--- src/ccrb_pkg.sv ---
// Package: register map, field layout and reset values of the charger configuration bank
package ccrb_pkg;
   localparam logic [7:0] CCRB_OFS_SRC = 8'h00;
   localparam logic [7:0] CCRB_OFS_VOS = 8'h01;
   localparam logic [7:0] CCRB_OFS_CONV = 8'h02;
   localparam logic [7:0] CCRB_OFS_SYS = 8'h03;
   localparam logic [7:0] CCRB_OFS_FAST_CHARGE_CURRENT = 8'h04;
   localparam logic [7:0] CCRB_OFS_PRE = 8'h05;
   localparam logic [7:0] CCRB_OFS_CHARGE_VOLTAGE = 8'h06;
   localparam logic [7:0] CCRB_OFS_TMR = 8'h07;
   localparam logic [7:0] CCRB_OFS_COMP = 8'h08;
   localparam logic [7:0] CCRB_OFS_LAST = 8'h08;
   // Writable masks; reserved positions read zero
   localparam logic [7:0] CCRB_MSK_SRC = 8'h7F;
   localparam logic [7:0] CCRB_MSK_VOS = 8'h1F;
   localparam logic [7:0] CCRB_MSK_CONV = 8'hD3;
   localparam logic [7:0] CCRB_MSK_SYS = 8'hDE;
   localparam logic [7:0] CCRB_MSK_TMR = 8'hBF;
   localparam logic [7:0] CCRB_MSK_FULL = 8'hFF;
   // Reset values
   localparam logic [7:0] CCRB_RST_SRC = 8'h48;
   localparam logic [7:0] CCRB_RST_VOS = 8'h06;
   localparam logic [7:0] CCRB_RST_CONV = 8'h01;
   localparam logic [7:0] CCRB_RST_SYS = 8'h1A;
   localparam logic [7:0] CCRB_RST_FAST_CHARGE_CURRENT = 8'h20;
   localparam logic [7:0] CCRB_RST_PRE = 8'h13;
   localparam logic [7:0] CCRB_RST_CHARGE_VOLTAGE = 8'h5E;
   localparam logic [7:0] CCRB_RST_TMR = 8'h9D;
   localparam logic [7:0] CCRB_RST_COMP = 8'h03;
   // Field positions
   localparam int CCRB_B_LIMEN = 6;
   localparam int CCRB_B_CSTART = 7;
   localparam int CCRB_B_CRATE = 6;
   localparam int CCRB_B_FORCE = 1;
   localparam int CCRB_B_AUTO = 0;
   localparam int CCRB_B_BLOAD = 7;
   localparam int CCRB_B_WDRST = 6;
   localparam int CCRB_B_CHGEN = 4;
   localparam int CCRB_B_PULSE = 7;
   localparam int CCRB_B_TERM = 7;
   localparam int CCRB_B_TMREN = 3;
   localparam int CCRB_B_COLD = 0;
   localparam int CCRB_B_PEXIT = 1;
   localparam int CCRB_B_RECHG = 0;
   localparam logic [6:0] CCRB_FAST_CHARGE_CURRENT_MAX = 7'h4F;
   localparam logic [5:0] CCRB_CHARGE_VOLTAGE_MAX = 6'h30;
   localparam logic [5:0] CCRB_LIMIT_PIN_HI = 6'h08;
   localparam logic [5:0] CCRB_LIMIT_PIN_LO = 6'h3F;
   // Input voltage threshold codes, 100 mV per step above 2.6 V
   localparam logic [7:0] CCRB_VIN_MIN = 8'h0D;
   localparam logic [7:0] CCRB_VIN_MAX = 8'h7F;
   // Watchdog periods in seconds
   localparam int CCRB_WD_S1 = 40;
   localparam int CCRB_WD_S2 = 80;
   localparam int CCRB_WD_S3 = 160;
   localparam int CCRB_CLK_HZ = 10_000_000;
endpackage
--- src/ccrb_bank.sv ---
// Charger configuration register bank with watchdog and derived settings
`timescale 1ns/100ps
// What this block does
// - Input current limit 6 bits, reset 500mA
// - Apply lower of register and enabled pin
// - Detection done loads limit from select pin
// - Voltage offset 5 bits, reset 600mV
// - Double offset above 6V, clamp threshold
// - Conversion start busy-high, read-only when continuous
// - Force detect self-clears after detection
// - Auto detect at plug-in when enabled
// - Watchdog restart self-clears after reset
// - Charge enable resets 1, load resets 0
// - Minimum system voltage 3 bits, reset 3.5V
// - Fast charge current clamped, zero disables
// - Pulse control enable resets 0
// - Pre-charge current 4 bits, reset 128mA
// - Termination current, applied when enabled
// - Charge voltage clamped at 110000
// - Pre-charge exit and recharge offset bits
// - Watchdog period decode, 00 disables
// - Safety timer enable and period
// - Cold current ratio bit
// - IR compensation fields reset zero
// - Thermal threshold reset 120C
// - Watchdog expiry resets all but limit and offset
// - Any write enters host mode
module ccrb_bank
   import ccrb_pkg::*;
#(
   parameter int WD_UNIT_CYCLES = CCRB_CLK_HZ
)
(
   input wire logic mclk,
   input wire logic rstn,
   input wire logic wr_en,
   input wire logic rd_en,
   input wire logic [7:0] addr,
   input wire logic [7:0] wdata,
   input wire logic reg_reset,
   input wire logic limit_pin_valid,
   input wire logic [5:0] limit_pin,
   input wire logic source_select,
   input wire logic vbus_plug,
   input wire logic detect_done,
   input wire logic adc_busy,
   input wire logic vbus_above_6v,
   output logic [7:0] rdata,
   output logic addr_ack,
   output logic host_mode,
   output logic watchdog_fault,
   output logic detect_start,
   output logic conversion_start,
   output logic conversion_rate,
   output logic [5:0] input_current_limit,
   output logic [7:0] input_voltage_threshold,
   output logic charge_active,
   output logic battery_load_enable,
   output logic pulse_control_enable,
   output logic [6:0] fast_charge_current,
   output logic termination_enable,
   output logic safety_timer_enable,
   output logic [5:0] charge_voltage
);
   localparam int WD_W = 40;
   localparam logic [WD_W-1:0] WD_C1 = WD_W'(longint'(CCRB_WD_S1) * WD_UNIT_CYCLES);
   localparam logic [WD_W-1:0] WD_C2 = WD_W'(longint'(CCRB_WD_S2) * WD_UNIT_CYCLES);
   localparam logic [WD_W-1:0] WD_C3 = WD_W'(longint'(CCRB_WD_S3) * WD_UNIT_CYCLES);

   logic [7:0] r_src, r_vos, r_conv, r_sys, r_fast_charge_current, r_pre, r_charge_voltage, r_tmr, r_comp;
   logic [WD_W-1:0] wd_count;
   logic vbus_plug_d;
   logic detect_run;

   // ****************************************
   // Decode
   // ****************************************
   function automatic logic hit(input logic [7:0] a, input logic [7:0] ofs);
      hit = (a == ofs);
   endfunction

   wire wr_src = wr_en && hit(addr, CCRB_OFS_SRC);
   wire wr_vos = wr_en && hit(addr, CCRB_OFS_VOS);
   wire wr_conv = wr_en && hit(addr, CCRB_OFS_CONV);
   wire wr_sys = wr_en && hit(addr, CCRB_OFS_SYS);
   wire wr_fast_charge_current = wr_en && hit(addr, CCRB_OFS_FAST_CHARGE_CURRENT);
   wire wr_pre = wr_en && hit(addr, CCRB_OFS_PRE);
   wire wr_charge_voltage = wr_en && hit(addr, CCRB_OFS_CHARGE_VOLTAGE);
   wire wr_tmr = wr_en && hit(addr, CCRB_OFS_TMR);
   wire wr_comp = wr_en && hit(addr, CCRB_OFS_COMP);
   wire addr_ok = (addr <= CCRB_OFS_LAST);

   wire [1:0] wd_sel = r_tmr[5:4];
   wire [WD_W-1:0] wd_limit = (wd_sel == 2'b01) ? WD_C1 :
                              (wd_sel == 2'b10) ? WD_C2 : WD_C3;
   wire wd_on = (wd_sel != 2'b00);
   wire wd_kick = wr_sys && wdata[CCRB_B_WDRST];
   wire wd_expire = wd_on && host_mode && (wd_count >= wd_limit - WD_W'(1)) && !wd_kick;
   // Register reset restores everything; watchdog spares limit and offset
   wire soft_clr = wd_expire || reg_reset;
   wire plug_edge = vbus_plug && !vbus_plug_d;
   wire detect_req = (plug_edge && r_conv[CCRB_B_AUTO]) ||
                     (wr_conv && wdata[CCRB_B_FORCE]);
   wire rate_now = wr_conv ? wdata[CCRB_B_CRATE] : r_conv[CCRB_B_CRATE];
   // Start bit held by hardware while busy, ignores writes while continuous
   // Not fed back from itself, so a finished detection cannot leave it stuck high
   wire cstart_sw = (!r_conv[CCRB_B_CRATE] && wr_conv) ? wdata[CCRB_B_CSTART] : 1'b0;
   wire cstart_next = cstart_sw || adc_busy || detect_run || detect_req;
   wire [5:0] limit_pin_det = source_select ? CCRB_LIMIT_PIN_HI : CCRB_LIMIT_PIN_LO;

   wire [7:0] next_src = (wr_src ? wdata : r_src) & CCRB_MSK_SRC;
   wire [7:0] next_conv_w = ((wr_conv ? wdata : r_conv) & CCRB_MSK_CONV) & ~8'h80;
   wire [7:0] next_conv = next_conv_w | {cstart_next, 7'h00};
   wire [7:0] next_sys = (wr_sys ? (wdata & ~8'h40) : r_sys) & CCRB_MSK_SYS;

   // ****************************************
   // Registers
   // ****************************************
   always_ff @(posedge mclk)
   begin
      if (!rstn || reg_reset)
      begin
         r_src <= CCRB_RST_SRC;
         r_vos <= CCRB_RST_VOS;
      end
      else
      begin
         if (detect_run && detect_done)
            r_src <= {next_src[7:6], limit_pin_det};
         else if (wd_expire)
            r_src <= {CCRB_RST_SRC[7:6], r_src[5:0]};
         else
            r_src <= next_src;
         if (wr_vos && !wd_expire)
            r_vos <= wdata & CCRB_MSK_VOS;
      end
   end

   always_ff @(posedge mclk)
   begin
      if (!rstn || soft_clr)
      begin
         r_conv <= CCRB_RST_CONV;
         r_sys <= CCRB_RST_SYS;
         r_fast_charge_current <= CCRB_RST_FAST_CHARGE_CURRENT;
         r_pre <= CCRB_RST_PRE;
         r_charge_voltage <= CCRB_RST_CHARGE_VOLTAGE;
         r_tmr <= CCRB_RST_TMR;
         r_comp <= CCRB_RST_COMP;
      end
      else
      begin
         r_conv <= (detect_run && detect_done) ? (next_conv & ~8'h02) : next_conv;
         r_sys <= next_sys;
         if (wr_fast_charge_current)
            r_fast_charge_current <= wdata;
         if (wr_pre)
            r_pre <= wdata;
         if (wr_charge_voltage)
            r_charge_voltage <= wdata;
         if (wr_tmr)
            r_tmr <= wdata & CCRB_MSK_TMR;
         if (wr_comp)
            r_comp <= wdata;
      end
   end

   always_ff @(posedge mclk)
   begin
      if (!rstn)
      begin
         host_mode <= 1'b0;
         wd_count <= '0;
         vbus_plug_d <= 1'b0;
         detect_run <= 1'b0;
         detect_start <= 1'b0;
      end
      else
      begin
         host_mode <= wr_en ? 1'b1 : (soft_clr ? 1'b0 : host_mode);
         wd_count <= (wd_kick || wr_en || !host_mode || !wd_on) ? '0 : wd_count + WD_W'(1);
         vbus_plug_d <= vbus_plug;
         detect_run <= detect_req ? 1'b1 : (detect_done ? 1'b0 : detect_run);
         detect_start <= detect_req;
      end
   end

   // ****************************************
   // Read path and derived outputs
   // ****************************************
   wire [7:0] rd_mux = !addr_ok ? 8'h00 :
      (addr == CCRB_OFS_SRC) ? r_src : (addr == CCRB_OFS_VOS) ? r_vos :
      (addr == CCRB_OFS_CONV) ? r_conv : (addr == CCRB_OFS_SYS) ? r_sys :
      (addr == CCRB_OFS_FAST_CHARGE_CURRENT) ? r_fast_charge_current : (addr == CCRB_OFS_PRE) ? r_pre :
      (addr == CCRB_OFS_CHARGE_VOLTAGE) ? r_charge_voltage : (addr == CCRB_OFS_TMR) ? r_tmr : r_comp;

   // Lower of register and pin, pin counted only when enabled
   wire [5:0] limit_pin_eff = (r_src[CCRB_B_LIMEN] && limit_pin_valid && limit_pin < r_src[5:0]) ?
                         limit_pin : r_src[5:0];
   // Threshold uses offset, doubled above 6V, within clamp
   wire [7:0] vos_eff = vbus_above_6v ? {2'b00, r_vos[4:0], 1'b0} : {3'b000, r_vos[4:0]};
   wire [7:0] vin_raw = CCRB_VIN_MIN + vos_eff;
   wire [7:0] vin_cl = (vin_raw > CCRB_VIN_MAX) ? CCRB_VIN_MAX : vin_raw;
   wire [6:0] fast_charge_current_cl = (r_fast_charge_current[6:0] > CCRB_FAST_CHARGE_CURRENT_MAX) ? CCRB_FAST_CHARGE_CURRENT_MAX : r_fast_charge_current[6:0];
   wire [5:0] charge_voltage_cl = (r_charge_voltage[7:2] > CCRB_CHARGE_VOLTAGE_MAX) ? CCRB_CHARGE_VOLTAGE_MAX : r_charge_voltage[7:2];

   always_ff @(posedge mclk)
   begin
      if (!rstn)
      begin
         rdata <= 8'h00;
         addr_ack <= 1'b0;
         watchdog_fault <= 1'b1;
         conversion_start <= 1'b0;
         conversion_rate <= 1'b0;
         input_current_limit <= CCRB_RST_SRC[5:0];
         input_voltage_threshold <= CCRB_VIN_MIN;
         charge_active <= 1'b0;
         battery_load_enable <= 1'b0;
         pulse_control_enable <= 1'b0;
         fast_charge_current <= CCRB_RST_FAST_CHARGE_CURRENT[6:0];
         termination_enable <= 1'b1;
         safety_timer_enable <= 1'b1;
         charge_voltage <= CCRB_RST_CHARGE_VOLTAGE[7:2];
      end
      else
      begin
         rdata <= rd_en ? rd_mux : rdata;
         addr_ack <= (rd_en || wr_en) && addr_ok;
         watchdog_fault <= !host_mode;
         conversion_start <= r_conv[CCRB_B_CSTART];
         conversion_rate <= r_conv[CCRB_B_CRATE];
         input_current_limit <= limit_pin_eff;
         input_voltage_threshold <= vin_cl;
         charge_active <= r_sys[CCRB_B_CHGEN] && (fast_charge_current_cl != 7'h00);
         battery_load_enable <= r_sys[CCRB_B_BLOAD];
         pulse_control_enable <= r_fast_charge_current[CCRB_B_PULSE];
         fast_charge_current <= fast_charge_current_cl;
         termination_enable <= r_tmr[CCRB_B_TERM];
         safety_timer_enable <= r_tmr[CCRB_B_TMREN];
         charge_voltage <= charge_voltage_cl;
      end
   end

   // ****************************************
   // Checks
   // ****************************************
   property p_wdrst_clear;
      @(posedge mclk) disable iff (!rstn) wd_kick |=> !r_sys[CCRB_B_WDRST];
   endproperty
   a_wdrst_clear: assert property (p_wdrst_clear) else $error("watchdog restart not cleared");

   property p_host_on_write;
      @(posedge mclk) disable iff (!rstn) (wr_en && !reg_reset) |=> host_mode ##1 !watchdog_fault;
   endproperty
   a_host_on_write: assert property (p_host_on_write) else $error("write did not enter host mode");

   property p_wd_keeps_limit;
      @(posedge mclk) disable iff (!rstn)
         (wd_expire && !reg_reset && !detect_done) |=> r_src[5:0] == $past(r_src[5:0]);
   endproperty
   a_wd_keeps_limit: assert property (p_wd_keeps_limit) else $error("limit lost at expiry");

   property p_fast_charge_current_clamp;
      @(posedge mclk) disable iff (!rstn) fast_charge_current <= CCRB_FAST_CHARGE_CURRENT_MAX;
   endproperty
   a_fast_charge_current_clamp: assert property (p_fast_charge_current_clamp) else $error("charge current above clamp");

   property p_charge_voltage_clamp;
      @(posedge mclk) disable iff (!rstn) charge_voltage <= CCRB_CHARGE_VOLTAGE_MAX;
   endproperty
   a_charge_voltage_clamp: assert property (p_charge_voltage_clamp) else $error("charge voltage above clamp");

   property p_vin_range;
      @(posedge mclk) disable iff (!rstn)
         input_voltage_threshold >= CCRB_VIN_MIN && input_voltage_threshold <= CCRB_VIN_MAX;
   endproperty
   a_vin_range: assert property (p_vin_range) else $error("threshold out of range");

   property p_busy_start;
      @(posedge mclk) disable iff (!rstn) (adc_busy && !soft_clr) |=> r_conv[CCRB_B_CSTART];
   endproperty
   a_busy_start: assert property (p_busy_start) else $error("start bit low while busy");

   property p_reserved_zero;
      @(posedge mclk) disable iff (!rstn)
         (r_vos[7:5] == 3'b000) && (r_conv[5] == 1'b0) && (r_sys[5] == 1'b0) && !r_sys[0];
   endproperty
   a_reserved_zero: assert property (p_reserved_zero) else $error("reserved bit set");

   property p_detect_load;
      @(posedge mclk) disable iff (!rstn)
         (detect_run && detect_done && !reg_reset) |=> r_src[5:0] == $past(limit_pin_det);
   endproperty
   a_detect_load: assert property (p_detect_load) else $error("detect did not load limit");
endmodule

--- config.mk ---
export PLATFORM = sky130hd
export DESIGN_NAME = ccrb_bank
export DESIGN_NICKNAME = d
export VERILOG_FILES = /design/src/ccrb_pkg.sv /design/src/ccrb_bank.sv
export SDC_FILE = /design/constraint.sdc
export NUM_CORES = 1
export LEC_CHECK = 0
export BUFFER_PORTS_ARGS = -buffer_cell sky130_fd_sc_hd__buf_2
export CORE_ASPECT_RATIO = 1.75
export CORE_UTILIZATION = 40
export DETAILED_ROUTE_END_ITERATION = 10
export PLACE_DENSITY_LB_ADDON = 0.12
export SKIP_CTS_REPAIR_TIMING = 1
export SYNTH_ARGS = -nofsm -noshare
export SYNTH_HDL_FRONTEND = slang
export SYNTH_SLANG_ARGS = --single-unit
--- constraint.sdc ---
create_clock -name mclk -period 3.1 [get_ports mclk]
set_input_delay 0.62 -clock mclk [delete_from_list [all_inputs] [get_ports mclk]]
set_output_delay 0.62 -clock mclk [all_outputs]
set_load 0.01 [all_outputs]
* Yosys cells after proc, flatten, opt, wreduce, memory -nomap -nowiden
Index checks and enable logic that the tools add are counted.
** Cells by class
- $add $sub $neg :: 3
- $lt $le $gt $ge :: 6
- Equality and inequality tests :: 11
- Mux-type cells :: 26
- Bitwise operators :: 2
- Reduce and logical (&&, ||, !) cells :: 52
** Operators with widths (number)
- $mux W8 :: 9
- $mux W31 :: 2
- $mux W7 :: 6
- $add A40 B1 Y40 const B :: 1
- $ge A40 B40 Y1 :: 1
- $eq A8 B3 Y1 const B :: 4
- $sub A31 B1 Y32 const B :: 1
- $mux W6 :: 4
- $logic_and A1 B1 Y1 :: 23
- $eq A8 B2 Y1 const B :: 2
- $gt A7 B7 Y1 const B :: 2
- $logic_or A1 B1 Y1 :: 11
- $eq A8 B1 Y1 const B :: 1
- $eq A8 B4 Y1 const B :: 1
- $le A8 B4 Y1 const B :: 1
- $logic_not A8 Y1 :: 1
- $or A7 B8 Y8 :: 1
- $reduce_bool A2 Y1 :: 4
- $reduce_or A2 Y1 :: 4
- $add A4 B6 Y7 const A :: 1
- $logic_not A1 Y1 :: 7
- $reduce_bool A7 Y1 :: 1
- $gt A6 B6 Y1 const B :: 1
- $lt A6 B6 Y1 :: 1
- 6 further kinds :: 10
** Word-level totals
- Flip-flop bits (word level) :: 154
- Input bits :: 33
- Output and inout port bits :: 46

* Depth between registers and ports, before layout
- Depth in word-level cells :: 10
- Depth in mapped cells :: 12
- Depth with buffers taken out :: 10

* Worst setup path after synthesis
OpenSTA, ideal clock, no wires.
- Path type :: register to register
- Start :: reg r_tmr[4]
- End :: reg r_pre[2]
- Arrival time :: 2.464 ns
- Setup slack :: 0.572 ns
- Stages on the path, launching flop included :: 13
- Path buffers :: 2
- Period minus slack after synthesis :: 2.528 ns
- Path through :: dfxtp_1 inv_1 ha_1 inv_1 ha_1 a41oi_1 o21ai_0 a211oi_1 and3_1 clkbuf_1 o21ai_2 buf_2 nor2_2
** Between the ends
- Word-level cells in the longest chain between the ends :: 9
- Elaborated cells between the ends (all ways) :: 12
- Classes of those cells :: add/sub: 1; order compare: 1; eq/ne: 2; mux: 2; reduce/logical: 6
** RTL lines
- start, declared :: RTL line ccrb_bank.sv:70 : logic [7:0] r_src, r_vos, r_conv, r_sys, r_fast_charge_current, r_pre, r_charge_voltage, r_tmr, r_comp;
- start signal, assigned :: RTL line ccrb_bank.sv:162 : r_tmr <= wdata & CCRB_MSK_TMR;
- $eq A2 B2 Y1 :: RTL line ccrb_bank.sv:95 : (wd_sel == 2'b10) ? WD_C2 : WD_C3;
- $mux W31 :: RTL line ccrb_bank.sv:95
- $mux W31 :: RTL line ccrb_bank.sv:94 : wire [WD_W-1:0] wd_limit = (wd_sel == 2'b01) ? WD_C1 :
- $sub A31 B1 Y32 :: RTL line ccrb_bank.sv:98 : wire wd_expire = wd_on && host_mode && (wd_count >= wd_limit - WD_W'(1)) && !wd_kick;
- $ge A40 B40 Y1 :: RTL line ccrb_bank.sv:98
- $logic_and A1 B1 Y1 (*) (2 in series) :: RTL line ccrb_bank.sv:98
- $logic_or A1 B1 Y1 (*) :: RTL line ccrb_bank.sv:100 : wire soft_clr = wd_expire || reg_reset;
- $logic_or A1 B1 Y1 (*) :: RTL line ccrb_bank.sv:141 : if (!rstn || soft_clr)
- end signal, assigned :: RTL line ccrb_bank.sv:158 : r_pre <= wdata;
- end, declared :: RTL line ccrb_bank.sv:70
Every way passes the cells marked *; elsewhere a longest branch is shown, timed or not.
A chain may end at the register's enable or synchronous reset.

* Worst setup path in the final report
- Start :: reg r_tmr[4]
- End :: reg r_tmr[4]
** Between the ends
- Word-level cells in the longest chain between the ends :: 9
- Elaborated cells between the ends (all ways) :: 12
- Classes of those cells :: add/sub: 1; order compare: 1; eq/ne: 2; mux: 2; reduce/logical: 6
** RTL lines (RTL line)
- $eq A2 B2 Y1 :: ccrb_bank.sv:95
- $mux W31 :: ccrb_bank.sv:95
- $mux W31 :: ccrb_bank.sv:94
- $sub A31 B1 Y32 :: ccrb_bank.sv:98
- $ge A40 B40 Y1 :: ccrb_bank.sv:98
- $logic_and A1 B1 Y1 (*) (2 in series) :: ccrb_bank.sv:98
- $logic_or A1 B1 Y1 (*) :: ccrb_bank.sv:100
- $logic_or A1 B1 Y1 (*) :: ccrb_bank.sv:141
Marks and branches as above.

==> results by group <==
Power and ir drop
  • PwrDens: 497 mW/mm2
  • Clock power share: between 40% and 50%
  • Sw Pwr: roughly 1.0 mW
  • VDD IR max: 0.000302 V
  • Sequential power share: between 40 and 50%
  • Combinational share of power: between 5 and 6%
  • Switching portion of total power: 25.6%
  • Static Leak: 3.26 nW
  • Cell Int Power: 3.04 mW

STA
  • Setup TNS: 0 ps
  • Min Tclk post-route: 2800 ps
  • Tightest Pin Transition: 641 ps
  • Max frequency: 357 MHz
  • Final setup fails: 0
  • Final Max Slew Viols: 0
  • Final hold slack: 417 ps
  • Final Hold Viols: 0
  • RSZ-0062 raised after global routing: no
  • Slew Limit Headroom: between 50% and 60%
  • Clock skew: around 14 ps
  • Period utilization: 90.5%

Drt
  • Drt wl/cell: 17.4 um
  • 1st-pass router iterations: 5
  • Via count: 5965
  • Routed Antenna Nets: 0
  • Via density: about 5.4
  • DRT iter0 DRCs: 212
  • Final wirelength: 19300 um
  • # DRC: 0

Worst hold path
  • Hold Crit Start: vbus_plug
  • Worst hold path cell count: 2
  • Hold WC Path Type: in2reg
  • Hold path endpoint: vbus_plug_d$_SDFF_PN0_

CTS
  • CTS tree: yes
  • Total CTS buffers: 17
  • Root Buffer: clkbuf_16
  • Max clock buf depth: 2
  • Clock latency on the worst-skew pair: 420 ps
  • Register clock-pin slew on the reported worst setup and hold paths: about 60 ps
  • H-tree depth: 4
  • Clock sinks: 148

Synth
  • Synth cell types: 64
  • Asr flop ratio synth: 0%
  • Post-synthesis cell count: 797
  • Post-Syn Area: between 0.007 and 0.008 mm2
  • Yosys warning total: 0
  • Number of synthesized flops with an enable pin: 0
  • Post-synthesis register bit count: approximately 150
  • Sequential area share after synthesis: 42.3%
  • Primary FF master, synth: dfxtp_1
  • Mean Syn Cell Area: 8.78 um2

Die
  • Die X: between 100 and 150 um
  • Core box area: 0.0170 mm2
  • IO Count: 79
  • Initial Util: roughly two fifths
  • Row count: 63
  • Die Y-Extent: 177 um
  • Die area: 0.0181 mm2

Critical path
  • CP endpoint kind: register
  • Worst reg-to-reg setup slack: 300 ps
  • Kind of critical path: reg2reg
  • Startpoint type of the worst setup path: register
  • Crit Path Max Fanout: 21
  • Crit Reg-Reg Startpoint: r_tmr[4]$_SDFFE_PP1P_
  • WP data required: between 3000 and 4000 ps
  • FF-to-FF End: r_tmr[4]$_SDFFE_PP1P_
  • R2R cell count: 11
  • CP arrival: 3080 ps

Global routing
  • Initial antenna violation count: 0
  • Number of global-route vias before repair: 5955
  • Gr usage total: roughly 23%
  • First-pass GRT wire length: 30900 um
  • Grt ovf: 0
  • Largest net degree at the start of global routing: 41

Flow run
  • MaxCap Viol Count: 0

Finish
  • Area Growth Syn to Fin: 17.4%
  • Diodes inserted: 0
  • Commonest non-fill, non-tap cell in the layout: dfxtp_1
  • Most frequent cells in the layout: 148 x dfxtp_1, 94 x nor2_1, 86 x nand2_1
  • Fillers: about 1700
  • Final nets: slightly above 900
  • Share of cells above drive strength 1: between 10% and 20%

Placement
  • Hpwl dp: 14300 um
  • Port Buffers: 77
  • Routability cong.: 0.929

Outcome
  • Status: finished clean
-- per-layer routing --
layer  global-route usage [%]  vias up  part of all wire (%)  wire length, um
met3                     3.55       39                   3.5              668
met4                     10.8        0                   3.4              654
met5                        0        -                     0                0
li1                         -     2926                     -                -
met2                     41.9      135                    54            10500
met1                     24.1     2865                    39             7480
-- layout make-up --
class,count,area (um2),area share (%)
sequential,148,2960,36.1
timing repair buffer,96,541,6.58
clock buffer,18,429,5.22
tap,227,284,3.46
inverter,27,101,1.23
multi-input combinational,581,3780,46.0
clock inverter,14,118,1.43
-- cell families after synthesis --
kind of cell    after synthesis  share of synthesized area (%)
fa+ha+maj                    27                           4.83
xor+xnor                     34                           4.25
buf+inv                      69                           4.09
other cells                   2                          0.107
simple gates                321                           22.2
mux                          65                           10.2
compound gates              131                           12.0
flops                       148                           42.3
-- power groups by stage --
stage	clock (mW)	combinational, mW	sequential, mW
floorplan	0	0.126	1.97
global placement	0	0.224	1.97
detailed placement	0	0.226	1.97
CTS	1.97	0.227	1.92
global route	2.06	0.246	1.92
finish	1.94	0.227	1.92
-- synthesized netlist by cell type (2+ instances only) --
cell	n	area share, %
a2111o_1	3	0.48
a211oi_1	5	0.54
a21o_1	5	0.54
a21oi_1	34	2.4
a22o_1	2	0.25
a22oi_1	7	0.75
a31oi_1	2	0.18
a41oi_1	2	0.25
and2_1	13	1.2
and3_1	15	1.3
and4_1	3	0.38
buf_1	3	0.16
buf_2	7	0.50
buf_6	2	0.32
clkbuf_1	29	1.6
conb_1	2	0.11
dfxtp_1	148	42
ha_1	27	4.8
inv_1	26	1.4
mux2_2	3	0.48
mux2i_1	57	8.2
mux4_2	5	1.6
nand2_1	86	4.6
nand2b_1	9	0.80
nand3_1	36	2.6
nand4_1	7	0.63
nor2_1	94	5.0
nor2_2	6	0.54
nor2b_1	3	0.27
nor3_1	20	1.4
nor3_4	2	0.46
nor3b_1	3	0.32
nor4_1	6	0.54
o2111ai_1	2	0.25
o211ai_1	8	0.86
o21a_1	3	0.32
o21ai_0	37	2.6
o221ai_1	3	0.38
o22ai_1	4	0.36
o2bb2ai_1	3	0.38
or3_1	10	0.89
xnor2_1	21	2.6
xor2_1	13	1.6
-- metrics by stage --
stage	cell area (um2)	utilization [%]	setup WS (ps)	total power, mW	instances
floorplan	7000	-	572	2.09	798
global placement	7650	44.9	372	2.19	1079
detailed placement	7650	44.9	225	2.19	1079
CTS	8200	48.1	224	4.12	1111
global route	8220	48.3	8.08	4.23	1111
finish	8220	48.3	295	4.09	1111
-- critical path, cell delays in order, from the launching register on --
cell	delay, ps
dfxtp_1	370
inv_1	90
ha_1	340
inv_1	90
ha_1	310
a41oi_1	230
o21ai_0	120
a211oi_1	330
nand3_2	240
a21oi_2	260
buf_12	180
o211ai_1	100
-- flip-flops by register name (all words and copies together), names as in the netlist, 5 cells and up --
signal                   cells
r_conv                       5
input_voltage_threshold      7
r_pre                        8
fast_charge_current          7
r_tmr                        7
rdata                        8
charge_voltage               6
r_src                        7
input_current_limit          6
r_vos                        5
wd_count                    40
r_sys                        5
r_fast_charge_current        8
r_comp                       8
r_charge_voltage             8
-- worst max path at each step --
stage	from	end	slack, ps
floorplan	r_tmr[4]$_SDFFE_PP1P_	r_pre[2]$_SDFFE_PP0P_	570
global placement	r_tmr[5]$_SDFFE_PP0P_	r_tmr[4]$_SDFFE_PP1P_	370
detailed placement	r_tmr[4]$_SDFFE_PP1P_	r_tmr[4]$_SDFFE_PP1P_	230
CTS	r_tmr[4]$_SDFFE_PP1P_	r_tmr[4]$_SDFFE_PP1P_	220
global route	r_tmr[4]$_SDFFE_PP1P_	r_tmr[4]$_SDFFE_PP1P_	8
finish	r_tmr[4]$_SDFFE_PP1P_	r_tmr[4]$_SDFFE_PP1P_	300
Note: power is estimated with default switching activity, not from simulation.
